$ cat src/rtl/smpc_pkg.sv
package smpc_pkg;
    // ****************************************
    // Geometry and timing
    // ****************************************
    localparam int ROWS = 8;
    localparam int COLS = 12;
    localparam int XP_W = 96;
    localparam int PORT_W = 16;
    localparam int CLK_NS = 40;
    localparam int TRIG_MIN_NS = 600;
    localparam int COL_IN_LO = 0;
    localparam int COL_IN_HI = 1;
    localparam int COL_OUT_LO = 10;
    localparam int COL_OUT_HI = 11;
    // ****************************************
    // Register map
    // ****************************************
    localparam logic [7:0] REG_CTRL = 8'h00;
    localparam logic [7:0] REG_STAT = 8'h04;
    localparam logic [7:0] REG_CMD = 8'h08;
    localparam logic [7:0] REG_DOUT = 8'h0c;
    localparam logic [7:0] REG_DIN = 8'h10;
    localparam logic [7:0] REG_ERR = 8'h14;
    localparam logic [7:0] REG_SETTLE = 8'h18;
    localparam logic [7:0] REG_STEP = 8'h1c;
    localparam logic [2:0] DISP_ROWS_HI = 3'h2;
    localparam logic [2:0] RELAY_ROWS_HI = 3'h3;
    localparam int CTRL_COPY = 0;
    localparam int CTRL_TRIG_EN = 1;
    localparam int CTRL_EXT_SRC = 2;
    localparam int CTRL_EDGE_RISE = 3;
    localparam int CTRL_RDY_HIGH = 4;
    localparam int CTRL_LOCKOUT = 5;
    localparam int CTRL_TALK = 6;
    localparam int CTRL_LISTEN = 7;
    localparam logic [7:0] CTRL_RST = 8'h18;
    localparam int CMD_SEND = 0;
    localparam int CMD_STORE = 1;
    localparam int CMD_OPEN = 2;
    localparam int CMD_RESET = 3;
    localparam int CMD_REMOTE = 4;
    localparam int ERR_OVERRUN = 0;
    localparam logic [6:0] FACTORY_ADDR = 7'h12;
    localparam logic [6:0] SLAVE_MAX = 7'h1e;
    localparam logic [6:0] MASTER_MIN = 7'h1f;
    localparam logic [6:0] MASTER_MAX = 7'h3c;
    localparam logic [6:0] MASTER_BIAS = 7'h1e;
    typedef enum logic {VIEW_XP, VIEW_PORT} smpc_view_t;
endpackage : smpc_pkg

$ cat src/rtl/smpc_mem.sv
`timescale 1ns/100ps
module smpc_mem #(
    parameter int WIDTH = 96, // Bits per setup
    parameter int DEPTH = 16 // Setups held
) (
    input wire logic sys_clk, // System clock
    input wire logic we, // Write strobe
    input wire logic [$clog2(DEPTH)-1:0] waddr, // Write index
    input wire logic [WIDTH-1:0] wdata, // Write setup
    input wire logic [$clog2(DEPTH)-1:0] raddr, // Read index
    output logic [WIDTH-1:0] rdata_ff // Registered read setup
);
    logic [WIDTH-1:0] mem [DEPTH];

    always_ff @(posedge sys_clk) begin
        if (we) begin
            mem[waddr] <= wdata;
        end
        rdata_ff <= mem[raddr];
    end
endmodule : smpc_mem

$ cat src/rtl/smpc_panel.sv
// Added by the designer: the placing of the registers and register access over APB.
`timescale 1ns/100ps
// Operation
// - Copy on: display edits reach relays immediately
// - Copy key toggles copy mode and lamp
// - Display starts in crosspoint view
// - Crosspoint view lights the display setup, 8x12
// - Bus and pen edit; store or send
// - Inputs shown in columns 1-2, live
// - Outputs shown in columns 11-12
// - Pen on output lamp toggles output
// - Local key: remote to local, view toggle
// - Panel honoured in local unless lockout
// - Reset key: open relays, steps 000/001
// - Open key clears lamps in crosspoint view only; relays via copy
// - Outside edge advances setup when enabled
// - Ready drops on switching, returns after settling
// - Any error bit lights lamp, poll flag
// - Talk, receiver, bus-control lamps show state
// - Switches 0-30 slave/alone, 31-60 master
// - Switch address defaults to 18
// - One pen serves eight chained units
module smpc_panel #(
    parameter int RELAY_SETTLE_NS = 1000, // Relay contact settling time
    parameter int MEM_DEPTH = 16 // Setups in setup memory
) (
    input wire logic sys_clk, // 25 MHz clock
    input wire logic resetn, // Synchronous reset, active low
    input wire logic psel, // APB select
    input wire logic penable, // APB enable
    input wire logic pwrite, // APB write
    input wire logic [7:0] paddr, // APB byte address
    input wire logic [31:0] pwdata, // APB write data
    output logic [31:0] prdata, // APB read data
    output logic pready, // APB ready
    output logic pslverr, // APB error on unmapped address
    input wire logic key_local_dio, // Local / port view key
    input wire logic key_reset, // Reset key
    input wire logic key_open, // Open relays key
    input wire logic key_copy, // Copy key
    input wire logic pen_hit, // Pen click pulse
    input wire logic [2:0] pen_unit, // Unit the pen points at
    input wire logic [2:0] pen_row, // Pen row 0..7
    input wire logic [3:0] pen_col, // Pen column 0..11
    input wire logic [2:0] chain_pos, // This unit's chain position
    input wire logic outside_advance_in, // Outside trigger input
    input wire logic [15:0] port_in, // Digital inputs
    input wire logic [3:0] addr_tens, // Address switch, tens
    input wire logic [3:0] addr_ones, // Address switch, ones
    output logic [15:0] port_out, // Digital outputs
    output logic [95:0] relay_drive, // Relay coils
    output logic [95:0] lamp_matrix, // LED matrix
    output logic port_view_mode, // Port view shown
    output logic copy_lamp, // Copy lamp
    output logic error_lamp, // Error lamp
    output logic spoll_err, // Error flag of poll byte
    output logic talk_lamp, // Talk lamp
    output logic receiver_lamp, // Listen lamp
    output logic bus_control_lamp, // Remote lamp
    output logic matrix_ready_out, // Settling-ready output
    output logic master_role, // Unit is master
    output logic [4:0] bus_addr // Decoded bus address
);
    localparam int STEP_W = $clog2(MEM_DEPTH);
    localparam int RELAY_CYC_RAW = (RELAY_SETTLE_NS + smpc_pkg::CLK_NS - 1) / smpc_pkg::CLK_NS;
    localparam logic [16:0] RELAY_CYC = 17'(RELAY_CYC_RAW < 1 ? 1 : RELAY_CYC_RAW);

    if (MEM_DEPTH < 2 || MEM_DEPTH > 256 || RELAY_CYC_RAW > 65535) begin : g_bad
        $error("smpc_panel: unsupported parameter");
    end

    function automatic int xp_idx(input logic [2:0] row, input logic [3:0] col);
        xp_idx = int'(row) * smpc_pkg::COLS + int'(col);
    endfunction : xp_idx

    // ****************************************
    // State
    // ****************************************
    logic [31:0] prdata_ff, rd_data;
    logic pready_ff, pslverr_ff;
    logic [7:0] ctrl_ff;
    logic copy_ff, remote_ff, load_ff, ready_ff, rdy_out_ff;
    logic err_lamp_ff, spoll_ff, master_ff;
    logic [4:0] bus_addr_ff;
    logic [6:0] addr_val_ff;
    logic [15:0] dout_ff, err_ff, settle_ff;
    logic [16:0] settle_cnt_ff;
    logic [95:0] display_ff, relay_ff, lamp_ff, nxt_display, nxt_relay, port_map, mem_rdata;
    logic [STEP_W-1:0] relay_step_ff, mem_step_ff, rd_step;
    logic [3:0] key_prev_ff;
    logic trig_prev_ff;
    smpc_pkg::smpc_view_t view_ff;

    // ****************************************
    // APB slave
    // ****************************************
    wire apb_setup = psel & ~penable;
    wire apb_do = psel & penable & pready_ff;
    wire wr = apb_do & pwrite;
    wire row_hit = paddr[7:5] == smpc_pkg::DISP_ROWS_HI;
    wire rly_hit = paddr[7:5] == smpc_pkg::RELAY_ROWS_HI;
    wire [2:0] row_sel = paddr[4:2];
    wire wr_ctrl = wr && paddr == smpc_pkg::REG_CTRL;
    wire wr_cmd = wr && paddr == smpc_pkg::REG_CMD;
    wire wr_disp = wr && row_hit;
    wire wr_step = wr && paddr == smpc_pkg::REG_STEP;
    wire addr_ok = row_hit | rly_hit | (paddr[7:5] == 3'h0 && paddr[1:0] == 2'h0);

    always_comb begin
        rd_data = '0;
        case (paddr)
            smpc_pkg::REG_CTRL: rd_data = {24'h0, ctrl_ff[7:1], copy_ff};
            smpc_pkg::REG_STAT: rd_data = {25'h0, addr_val_ff == 7'h0, master_ff, ready_ff,
                remote_ff, view_ff == smpc_pkg::VIEW_PORT, copy_ff, load_ff};
            smpc_pkg::REG_DOUT: rd_data = {16'h0, dout_ff};
            smpc_pkg::REG_DIN: rd_data = {16'h0, port_in};
            smpc_pkg::REG_ERR: rd_data = {16'h0, err_ff};
            smpc_pkg::REG_SETTLE: rd_data = {16'h0, settle_ff};
            smpc_pkg::REG_STEP: rd_data = {16'h0, 8'(mem_step_ff), 8'(relay_step_ff)};
            default: begin
                if (row_hit) begin
                    rd_data = {20'h0, display_ff[int'(row_sel) * smpc_pkg::COLS +: 12]};
                end else if (rly_hit) begin
                    rd_data = {20'h0, relay_ff[int'(row_sel) * smpc_pkg::COLS +: 12]};
                end
            end
        endcase
    end

    always_ff @(posedge sys_clk) begin
        if (!resetn) begin
            pready_ff <= 1'b0;
            pslverr_ff <= 1'b0;
            prdata_ff <= '0;
        end else begin
            pready_ff <= apb_setup;
            pslverr_ff <= apb_setup & ~addr_ok;
            prdata_ff <= apb_setup ? rd_data : '0;
        end
    end

    // ****************************************
    // Panel keys and pen
    // ****************************************
    wire [3:0] keys = {key_copy, key_open, key_reset, key_local_dio};
    wire [3:0] key_edge = keys & ~key_prev_ff;
    wire lockout = ctrl_ff[smpc_pkg::CTRL_LOCKOUT];
    wire panel_ok = ~remote_ff & ~lockout;
    wire do_reset = (panel_ok & key_edge[1]) | (wr_cmd & pwdata[smpc_pkg::CMD_RESET]);
    wire in_xp = view_ff == smpc_pkg::VIEW_XP;
    wire open_xp = in_xp & ((panel_ok & key_edge[2]) | (wr_cmd & pwdata[smpc_pkg::CMD_OPEN]));
    wire pen_me = pen_hit & panel_ok & pen_unit == chain_pos & pen_col < 4'hc;
    wire [6:0] pen_i = 7'(xp_idx(pen_row, pen_col));
    wire pen_out_hi = 32'(pen_col) == smpc_pkg::COL_OUT_HI;
    wire pen_out = pen_out_hi | 32'(pen_col) == smpc_pkg::COL_OUT_LO;
    wire send = wr_cmd & pwdata[smpc_pkg::CMD_SEND];
    wire store = wr_cmd & pwdata[smpc_pkg::CMD_STORE];

    always_ff @(posedge sys_clk) begin
        if (!resetn) begin
            key_prev_ff <= '0;
            trig_prev_ff <= 1'b0;
        end else begin
            key_prev_ff <= keys;
            trig_prev_ff <= outside_advance_in;
        end
    end

    always_ff @(posedge sys_clk) begin
        if (!resetn) begin
            view_ff <= smpc_pkg::VIEW_XP;
            remote_ff <= 1'b0;
        end else begin
            if (key_edge[0] & remote_ff & ~lockout) begin
                remote_ff <= 1'b0;
            end else if (wr_cmd & pwdata[smpc_pkg::CMD_REMOTE]) begin
                remote_ff <= 1'b1;
            end
            if (do_reset) begin
                view_ff <= smpc_pkg::VIEW_XP;
            end else if (key_edge[0] & panel_ok) begin
                case (view_ff)
                    smpc_pkg::VIEW_XP: view_ff <= smpc_pkg::VIEW_PORT;
                    smpc_pkg::VIEW_PORT: view_ff <= smpc_pkg::VIEW_XP;
                    default: view_ff <= smpc_pkg::VIEW_XP;
                endcase
            end
        end
    end

    always_ff @(posedge sys_clk) begin
        if (!resetn) begin
            ctrl_ff <= smpc_pkg::CTRL_RST;
            copy_ff <= 1'b0;
        end else begin
            if (wr_ctrl) begin
                ctrl_ff <= pwdata[7:0];
            end
            if (do_reset) begin
                ctrl_ff[smpc_pkg::CTRL_TRIG_EN] <= 1'b0;
                copy_ff <= 1'b0;
            end else if (key_edge[3] & panel_ok) begin
                copy_ff <= ~copy_ff;
            end else if (wr_ctrl) begin
                copy_ff <= pwdata[smpc_pkg::CTRL_COPY];
            end
        end
    end

    // ****************************************
    // Outside trigger and setup steps
    // ****************************************
    // Plain edge sampling: a pulse of 600 ns spans many clock edges
    wire trig_edge = ctrl_ff[smpc_pkg::CTRL_EDGE_RISE] ? (outside_advance_in & ~trig_prev_ff)
        : (~outside_advance_in & trig_prev_ff);
    wire trig_acc = trig_edge & ctrl_ff[smpc_pkg::CTRL_TRIG_EN]
        & ctrl_ff[smpc_pkg::CTRL_EXT_SRC];

    assign rd_step = relay_step_ff + STEP_W'(1);

    always_ff @(posedge sys_clk) begin
        if (!resetn || do_reset) begin
            relay_step_ff <= '0;
            mem_step_ff <= STEP_W'(1);
            load_ff <= 1'b0;
        end else begin
            load_ff <= trig_acc;
            if (wr_step) begin
                relay_step_ff <= pwdata[STEP_W-1:0];
                mem_step_ff <= pwdata[8 +: STEP_W];
            end else begin
                if (trig_acc) begin
                    relay_step_ff <= rd_step;
                end
                if (store) begin
                    mem_step_ff <= mem_step_ff + STEP_W'(1);
                end
            end
        end
    end

    smpc_mem #(.WIDTH(smpc_pkg::XP_W), .DEPTH(MEM_DEPTH)) u_mem (
        .sys_clk(sys_clk),
        .we(store),
        .waddr(mem_step_ff),
        .wdata(display_ff),
        .raddr(rd_step),
        .rdata_ff(mem_rdata)
    );

    // ****************************************
    // Crosspoint display and relays
    // ****************************************
    always_comb begin
        nxt_display = display_ff;
        if (load_ff) begin
            nxt_display = mem_rdata;
        end
        if (wr_disp) begin
            nxt_display[int'(row_sel) * smpc_pkg::COLS +: 12] = pwdata[11:0];
        end
        if (pen_me & in_xp) begin
            nxt_display[pen_i] = ~display_ff[pen_i];
        end
        if (open_xp | do_reset) begin
            nxt_display = '0;
        end
    end

    always_comb begin
        nxt_relay = relay_ff;
        if (load_ff) begin
            nxt_relay = mem_rdata;
        end
        if (send) begin
            nxt_relay = display_ff;
        end
        if (copy_ff) begin
            nxt_relay = nxt_display;
        end
        if (do_reset) begin
            nxt_relay = '0;
        end
    end

    wire relay_chg = nxt_relay != relay_ff;

    always_ff @(posedge sys_clk) begin
        if (!resetn) begin
            display_ff <= '0;
            relay_ff <= '0;
        end else begin
            display_ff <= nxt_display;
            relay_ff <= nxt_relay;
        end
    end

    // ****************************************
    // Settling and ready output
    // ****************************************
    always_ff @(posedge sys_clk) begin
        if (!resetn) begin
            settle_cnt_ff <= '0;
            ready_ff <= 1'b1;
            rdy_out_ff <= 1'b1;
        end else begin
            if (relay_chg) begin
                settle_cnt_ff <= RELAY_CYC + {1'b0, settle_ff};
                ready_ff <= 1'b0;
            end else if (settle_cnt_ff != '0) begin
                settle_cnt_ff <= settle_cnt_ff - 17'h1;
                ready_ff <= settle_cnt_ff == 17'h1;
            end
            rdy_out_ff <= ready_ff ~^ ctrl_ff[smpc_pkg::CTRL_RDY_HIGH];
        end
    end

    // ****************************************
    // Digital outputs, errors, settle register
    // ****************************************
    always_ff @(posedge sys_clk) begin
        if (!resetn) begin
            dout_ff <= '0;
            settle_ff <= '0;
            err_ff <= '0;
        end else begin
            if (wr && paddr == smpc_pkg::REG_DOUT) begin
                dout_ff <= pwdata[15:0];
            end else if (pen_me & ~in_xp & pen_out) begin
                dout_ff[{pen_out_hi, pen_row}] <= ~dout_ff[{pen_out_hi, pen_row}];
            end
            if (wr && paddr == smpc_pkg::REG_SETTLE) begin
                settle_ff <= pwdata[15:0];
            end
            err_ff <= (err_ff & ~((wr && paddr == smpc_pkg::REG_ERR) ? pwdata[15:0] : 16'h0))
                | {15'h0, trig_acc & ~ready_ff};
        end
    end

    // ****************************************
    // Lamps and address switches
    // ****************************************
    always_comb begin
        port_map = '0;
        for (int r = 0; r < smpc_pkg::ROWS; r++) begin
            port_map[r * smpc_pkg::COLS + smpc_pkg::COL_IN_LO] = port_in[r];
            port_map[r * smpc_pkg::COLS + smpc_pkg::COL_IN_HI] = port_in[r + 8];
            port_map[r * smpc_pkg::COLS + smpc_pkg::COL_OUT_LO] = dout_ff[r];
            port_map[r * smpc_pkg::COLS + smpc_pkg::COL_OUT_HI] = dout_ff[r + 8];
        end
    end

    wire [6:0] sw_val = 7'(addr_tens) * 7'h0a + 7'(addr_ones);

    always_ff @(posedge sys_clk) begin
        if (!resetn) begin
            lamp_ff <= '0;
            err_lamp_ff <= 1'b0;
            spoll_ff <= 1'b0;
            addr_val_ff <= smpc_pkg::FACTORY_ADDR;
            master_ff <= 1'b0;
            bus_addr_ff <= smpc_pkg::FACTORY_ADDR[4:0];
        end else begin
            lamp_ff <= in_xp ? display_ff : port_map;
            err_lamp_ff <= |err_ff;
            spoll_ff <= |err_ff;
            addr_val_ff <= sw_val;
            master_ff <= addr_val_ff >= smpc_pkg::MASTER_MIN
                && addr_val_ff <= smpc_pkg::MASTER_MAX;
            bus_addr_ff <= addr_val_ff <= smpc_pkg::SLAVE_MAX ? addr_val_ff[4:0]
                : 5'(addr_val_ff - smpc_pkg::MASTER_BIAS);
        end
    end

    assign prdata = prdata_ff;
    assign pready = pready_ff;
    assign pslverr = pslverr_ff;
    assign port_out = dout_ff;
    assign relay_drive = relay_ff;
    assign lamp_matrix = lamp_ff;
    assign port_view_mode = view_ff == smpc_pkg::VIEW_PORT;
    assign copy_lamp = copy_ff;
    assign error_lamp = err_lamp_ff;
    assign spoll_err = spoll_ff;
    assign talk_lamp = ctrl_ff[smpc_pkg::CTRL_TALK];
    assign receiver_lamp = ctrl_ff[smpc_pkg::CTRL_LISTEN];
    assign bus_control_lamp = remote_ff;
    assign matrix_ready_out = rdy_out_ff;
    assign master_role = master_ff;
    assign bus_addr = bus_addr_ff;
endmodule : smpc_panel

$ cat config.mk
export PLATFORM = sky130hd
export DESIGN_NAME = smpc_panel
export DESIGN_NICKNAME = d
export VERILOG_FILES = /design/src/rtl/smpc_pkg.sv /design/src/rtl/smpc_mem.sv /design/src/rtl/smpc_panel.sv
export SDC_FILE = /design/constraint.sdc
export NUM_CORES = 2
export LEC_CHECK = 0
export BUFFER_PORTS_ARGS = -buffer_cell sky130_fd_sc_hd__buf_4
export CORE_ASPECT_RATIO = 0.7
export CORE_UTILIZATION = 53
export CTS_BUF_LIST = sky130_fd_sc_hd__clkbuf_8 sky130_fd_sc_hd__clkbuf_16
export CTS_CLUSTER_DIAMETER = 120
export DETAILED_ROUTE_END_ITERATION = 7
export HOLD_SLACK_MARGIN = 0.02
export PLACE_DENSITY = 0.68
export SLEW_MARGIN = 25
export SYNTH_ARGS = -nofsm -noshare
export SYNTH_HDL_FRONTEND = slang
export SYNTH_HIERARCHICAL = 1
export SYNTH_SLANG_ARGS = --single-unit
$ cat constraint.sdc
create_clock -name sys_clk -period 15.1 [get_ports sys_clk]
set_input_delay 2.265 -clock sys_clk [delete_from_list [all_inputs] [get_ports sys_clk]]
set_output_delay 2.265 -clock sys_clk [all_outputs]
set_load 0.05 [all_outputs]
# --- Word-level counts from Yosys, hierarchy flattened ---
# Memory sizes are Yosys's and may differ from the RTL's. A register that Yosys moved wholly into a read port is not among the register bits.
# Cells that the tools add are included.
op_classes:
  add_sub_neg: 8
  mul: 3
  magnitude_cmp: 8
  eq_ne: 14
  n_shift: 4
  muxes: 41
  bitwise: 53
  n_reduce_logical: 28
ops:
  columns: ["op", "count"]
  rows:
  - ["$mux W96", 9]
  - ["$bwmux W96", 2]
  - ["$shiftx A96 B32 Y12", 2]
  - ["$pmux W16 S7", 1]
  - ["$ne A96 B96 Y1", 1]
  - ["$shift A12 B33 Y96 const A", 1]
  - ["$shiftx A12 B33 Y96", 1]
  - ["$mux W16", 3]
  - ["$mux W17", 2]
  - ["$neg A7 Y33", 1]
  - ["$eq A8 B5 Y1 const B", 4]
  - ["$and A1 B1 Y1", 29]
  - ["$mux W12", 2]
  - ["$add A5 B16 Y17 const A", 1]
  - ["$eq A17 B1 Y1 const B", 1]
  - ["$reduce_bool A17 Y1", 1]
  - ["$sub A17 B1 Y17 const B", 1]
  - ["$and A16 B16 Y16", 1]
  - ["$bwmux W16", 1]
  - ["$eq A8 B4 Y1 const B", 2]
  - ["$mux W4", 4]
  - ["$not A16 Y16", 1]
  - ["$or A16 B1 Y16", 1]
  - ["$reduce_or A16 Y1", 1]
  - ["other kinds (39)", 86]
word_totals:
  ff_bits: 428
  ramBits: 1536
  inputBits: 88
  memories: 1
memory_table:
  columns: ["name", "depth", "word_bits", "read_ports", "rd_ports_with_merged_regs", "wr", "line_no", "source"]
  rows:
  - ["u_mem.mem", 16, 96, 1, 1, 1, "smpc_mem.sv:13", "logic [WIDTH-1:0] mem [DEPTH];"]

# --- Depth between registers and ports, before layout ---
depth:
  ltp_word: 13
  mapped_depth: 24
  ltp_nobuf: 17

# --- Modules after synthesis ---
# The synthesis kept the hierarchy.
by_module_without_submodules:
  columns: ["module", "instances", "cells_each", "area_each_um2"]
  rows:
  - ["smpc_mem", 1, 2460, 59355.7]
  - ["smpc_panel", 1, 3762, 29967.5]

# --- Worst setup path after synthesis ---
# Ideal clock, no wire load.
synth_timing:
  kind: "input -> register"
  from: "in paddr[2]"
  to: "mem u_mem.mem[0][0], enable pin"
  setup_ns: 0.668
  t_arrival_ns: 10.869
  required_time_ns: 14.432
  setup_slack_ns: 3.563
  cell_stages: 11
  path_buffers: 5
  cell_sequence: "buf_2 buf_2 buf_2 clkinv_1 ha_1 and4_1 clkbuf_1 and2_1 clkbuf_1 or3b_2 nor3_1"
synth_via:
  elab_chain_len: 5
synth_lines:
  columns: ["item", "line_no", "source"]
  rows:
  - ["start: declaration", "smpc_panel.sv:32", "input wire logic [7:0] paddr,"]
  - ["$eq A8 B4 Y1", "smpc_panel.sv:104", "wire wr_cmd = wr && paddr == smpc_pkg::REG_CMD;"]
  - ["$logic_and A1 B1 Y1", "smpc_panel.sv:104", null]
  - ["$and A1 B1 Y1", "smpc_panel.sv:157", "wire store = wr_cmd & pwdata[smpc_pkg::CMD_STORE];"]
  - ["named net store", "smpc_panel.sv:157", null]
  - ["$mux W1", "smpc_mem.sv:16", "if (we) begin"]
  - ["$mux W1 (not written as such)", "smpc_mem.sv:17", "mem[waddr] <= wdata;"]
  - ["end: declaration", "smpc_mem.sv:13", null]
# The timed path passes the listed nets, and every way through them passes these cells.

# --- Worst setup path in the final report ---
layout_timing:
  from: "in paddr[2]"
  to: "reg settle_cnt_ff[10]"
layout_via:
  elab_chain_len: 12
layout_lines:
  columns: ["item", "line_no", "source"]
  rows:
  - ["$mul A3 B2 Y5", "smpc_panel.sv:260", "nxt_display[int'(row_sel) * smpc_pkg::COLS +: 12] = pwdata[11:0];"]
  - ["$neg A7 Y33", "smpc_panel.sv:260", null]
  - ["$shiftx A12 B33 Y96 or $shift A12 B33 Y96 (tied branches)", "smpc_panel.sv:260", null]
  - ["$bwmux W96", "smpc_panel.sv:260", null]
  - ["$mux W96", "smpc_panel.sv:259", "if (wr_disp) begin"]
  - ["$bwmux W96", "smpc_panel.sv:263", "nxt_display[pen_i] = ~display_ff[pen_i];"]
  - ["$mux W96", "smpc_panel.sv:262", "if (pen_me & in_xp) begin"]
  - ["$mux W96", "smpc_panel.sv:265", "if (open_xp | do_reset) begin"]
  - ["$mux W96", "smpc_panel.sv:278", "if (copy_ff) begin"]
  - ["$mux W96 (*)", "smpc_panel.sv:281", "if (do_reset) begin"]
  - ["$ne A96 B96 Y1 (*)", "smpc_panel.sv:286", "wire relay_chg = nxt_relay != relay_ff;"]
  - ["$mux W17 or $reduce_bool A2 Y1 (tied branches)", null, null]
  - ["end signal: assignment", "smpc_panel.sv:308", "settle_cnt_ff <= RELAY_CYC + {1'b0, settle_ff};"]
  - ["end signal: assignment", "smpc_panel.sv:311", "settle_cnt_ff <= settle_cnt_ff - 17'h1;"]
  - ["end: declaration", "smpc_panel.sv:87", "logic [16:0] settle_cnt_ff;"]
# Every way passes the cells marked *; elsewhere a longest branch is shown, timed or not.
# A chain may end at the register's enable or synchronous reset.

==> results by group <==
Synth
  • Largest family of logic cells by synthesized area: multiplexers
  • Post-synth EDFFs: 1536
  • XOR/XNOR Fraction of Synth Area: 0.840%
  • Distinct cells, synth: 112
  • Mean post-synth cell area: 14.4 µm²
  • Adder-cell area share of the yosys netlist: 0.518%
  • Simple-Gate Fraction of Synth Area: 8.21%
  • Synth area leader: edfxtp_1
  • Mux cell area share after synthesis: 16.0%
  • FFs w/ async S/R, synth: 0%
  • Synth Cell Area: 0.0893 mm²
  • Syn Inst Count: 6222
  • #FFs+latches synth: 2043
  • Synth area leaders: edfxtp_1 52%, dfxtp_1 11%, mux4_2 11%
  • Synth Area in Compound Gates: 8.79%
  • Share of Yosys cell area claimed by the top area cell type: 51.6%
  • Predominant post-synthesis flop cell: edfxtp_1
  • Post-synthesis sequential area ratio: 63.0%
  • Yosys warnings: 6

Drt
  • 1st-iter DRT viols: 11300
  • Vias per Instance: 7.22
  • Via count: 64700
  • Avg WL per Cell: 43.2 µm
  • ANT nets after route: 0
  • DRT Wirelength: 387 mm
  • Residual DRC count: 8
  • DR pass1 iterations: 8

Clock network
  • Clk_lat worst skew: 0.87 ns
  • CTS-repair resized insts: 0
  • Htree depth: 4
  • Reg clk slew, reported paths: 0.06 ns
  • Clock tree buffer depth: 3
  • Clk Tree Root Cell: clkbuf_16
  • Hold-fix buffer count after cts: 0
  • Number of clock sinks: 2043
  • Postcts setup bufs: 0
  • Total CTS buffers: 183
  • CTS tree: done

Global routing
  • Largest net degree at the start of global routing: 146
  • Total GRT Usage: 45.0%
  • Congestion Overflow GR: 0
  • Antenna violations before repair: 60
  • First-pass GRT wire length: 519 mm
  • Vias in the first global route: 59600

Pwr
  • Worst vdd ir: 0.000114 V
  • Net switching power: 2.71 mW
  • Reg power frac: 52.2%
  • Gate power share: 5.3%
  • Switching share of total power: 23.6%
  • Pleak: 35.2 nW
  • Pwr dens: 113 mW/mm²
  • Clock power share: 42.5%
  • Power Internal: 8.75 mW

Timing
  • Final WS setup: 4.35 ns
  • Unrepaired setup endpoints after global routing: false
  • Final setup fails: 0
  • Worst slew pin tran: 1.30 ns
  • TNS Setup: 0 ns
  • Fin crit share: 71.2%
  • Max_slew headroom: 13.1%
  • Hold violation count in the final report: 0
  • Fmax achieved: 93.0 MHz
  • Final Critical Period: 10.75 ns
  • Max-slew violation count: 0
  • Worst Skew: 0.0627 ns

Place
  • Placed Instance Area: 0.0947 mm²
  • Port bufs: 311
  • Final weighted congestion in routability-driven placement: 1.11
  • Worst slack at placement: 4.16 ns
  • DP HPWL: 260 mm

Floorplan
  • Num ports: 344
  • Die width: 493 µm
  • Initial core utilization: 53.6%
  • Row count: 125
  • Die Area: 0.170 mm²
  • Die Ht: 345 µm
  • Core area: 0.167 mm²

Cells and area
  • Share of layout cells above drive strength 1: 22.4%
  • Commonest non-fill, non-tap cell in the layout: edfxtp_1
  • Leading cell types in the layout, fill and taps excluded: 1536 x edfxtp_1, 562 x buf_4, 501 x dfxtp_1
  • Layout Nets: 6658
  • Fin util: 60.8%
  • Synthesis-to-layout area growth: 13.3%
  • Final non-filler cell area: 0.101 mm²

Worst setup path
  • Setup CP Type: primary input to flip-flop
  • Crit path launch type: primary input
  • Worst Setup End Kind: flip-flop
  • Critical Path RT: 15.87 ns
  • Crit Path Max Fanout: 42
  • CP arrival: 11.52 ns

Status
  • Failing checks: DRC
  • Status: finished, violations left

Min path
  • Hold WC Path Type: flip-flop to flip-flop

Flow run
  • Max-cap violations: 0
[path summary, 6_finish.rpt]
| check | slack (ns) | cells after the start | start | to |
|---|---|---|---|---|
| max | 4.35 | 19 | paddr[2] | settle_cnt_ff[10] |
| min | 0.46 | 2 | err_ff[12] | err_ff[12] |
| max reg2reg | 7.72 | 15 | port_view_mode | settle_cnt_ff[10] |
| min reg2reg | 0.46 | 2 | err_ff[12] | err_ff[12] |
[cell usage after synthesis (30+ instances only)]
library cell	instances
o21ai_0	177
a22oi_1	252
xnor2_1	37
nand2_1	436
edfxtp_1	1536
clkbuf_1	256
inv_1	50
buf_4	41
nand3_1	114
o211ai_1	30
a31oi_1	46
nor2_1	472
xor2_1	45
and2_1	50
o21a_1	35
mux4_2	436
and3_1	97
nor3_1	99
mux2i_1	352
nand4_1	53
a211oi_1	55
dfxtp_1	507
mux2_2	83
o22ai_1	42
nor4_1	48
a21oi_1	244
buf_2	49
buf_1	80
nand2b_1	37
[routing by layer]
metal,global-route usage (%),share of wire (%),routed length (µm)
met1,64.8,39,152000
met2,62.2,42,161000
met3,14.9,14,54200
met4,19.3,4.9,19100
met5,0.784,0.11,422
[flip-flops by register name, indices dropped and copies added, names as in the netlist, 4 cells and up]
register	count
err_ff	16
addr_val_ff	7
relay_drive	96
key_prev_ff	4
u_mem/mem	1536
bus_addr	5
mem_step_ff	4
lamp_matrix	96
port_out	16
ctrl_ff	7
u_mem/rdata_ff	96
relay_step_ff	4
settle_cnt_ff	17
display_ff	96
settle_ff	16
prdata	16
[area by class of cell]
cell class,instances,area (µm²)
clock buffer,211,5020
sequential,2043,56300
tap,2222,2780
fill,12100,65400
clock inverter,135,1290
antenna,37,92.6
timing repair buffer,569,4350
multi-input combinational,3685,31200
inverter,54,215
[cell families (layout without fill, tap and decap cells)]
family / after synthesis / in the layout
AO/OA/AOI/OAI: 1133 / 1133
XOR/XNOR: 84 / 84
adder cells (fa/ha/maj): 34 / 34
buffers and inverters: 509 / 969
flip-flops: 2043 / 2043
multiplexers: 873 / 873
other: 1 / 53
AND/OR/NAND/NOR: 1545 / 1545
[stage by stage]
step / cells / hold WS (ns) / power [mW]
floorplan: 6237 / 0.424 / 6.39
global placement: 8572 / 0.439 / 6.67
detailed placement: 8573 / 0.444 / 6.66
CTS: 8919 / 0.454 / 11.4
global route: 8921 / 0.483 / 11.7
finish: 8956 / 0.458 / 11.5
[power by group through the flow]
stage / Clock, mW / Combinational (mW) / Sequential [mW]
after floorplan: 0 / 0.282 / 6.11
after CTS: 4.89 / 0.568 / 5.97
after global routing: 5.10 / 0.601 / 5.97
after global placement: 0 / 0.569 / 6.10
after detailed placement: 0 / 0.566 / 6.10
final: 4.87 / 0.609 / 5.97
[worst max-delay path: stages]
cell,delay (ns)
buf_4,0.50
ha_1,0.43
fa_1,0.69
xor2_1,0.32
nor3b_1,0.11
ha_1,0.78
inv_1,0.39
nor3_2,0.74
nand4_1,0.96
o21ba_1,0.59
mux2i_1,0.21
mux2i_1,0.26
a2bb2oi_1,0.59
o22ai_1,0.48
or4_1,0.64
or4_1,0.59
nor4_2,0.25
buf_4,0.40
mux2i_1,0.26
Note: power is estimated with default switching activity, not from simulation.
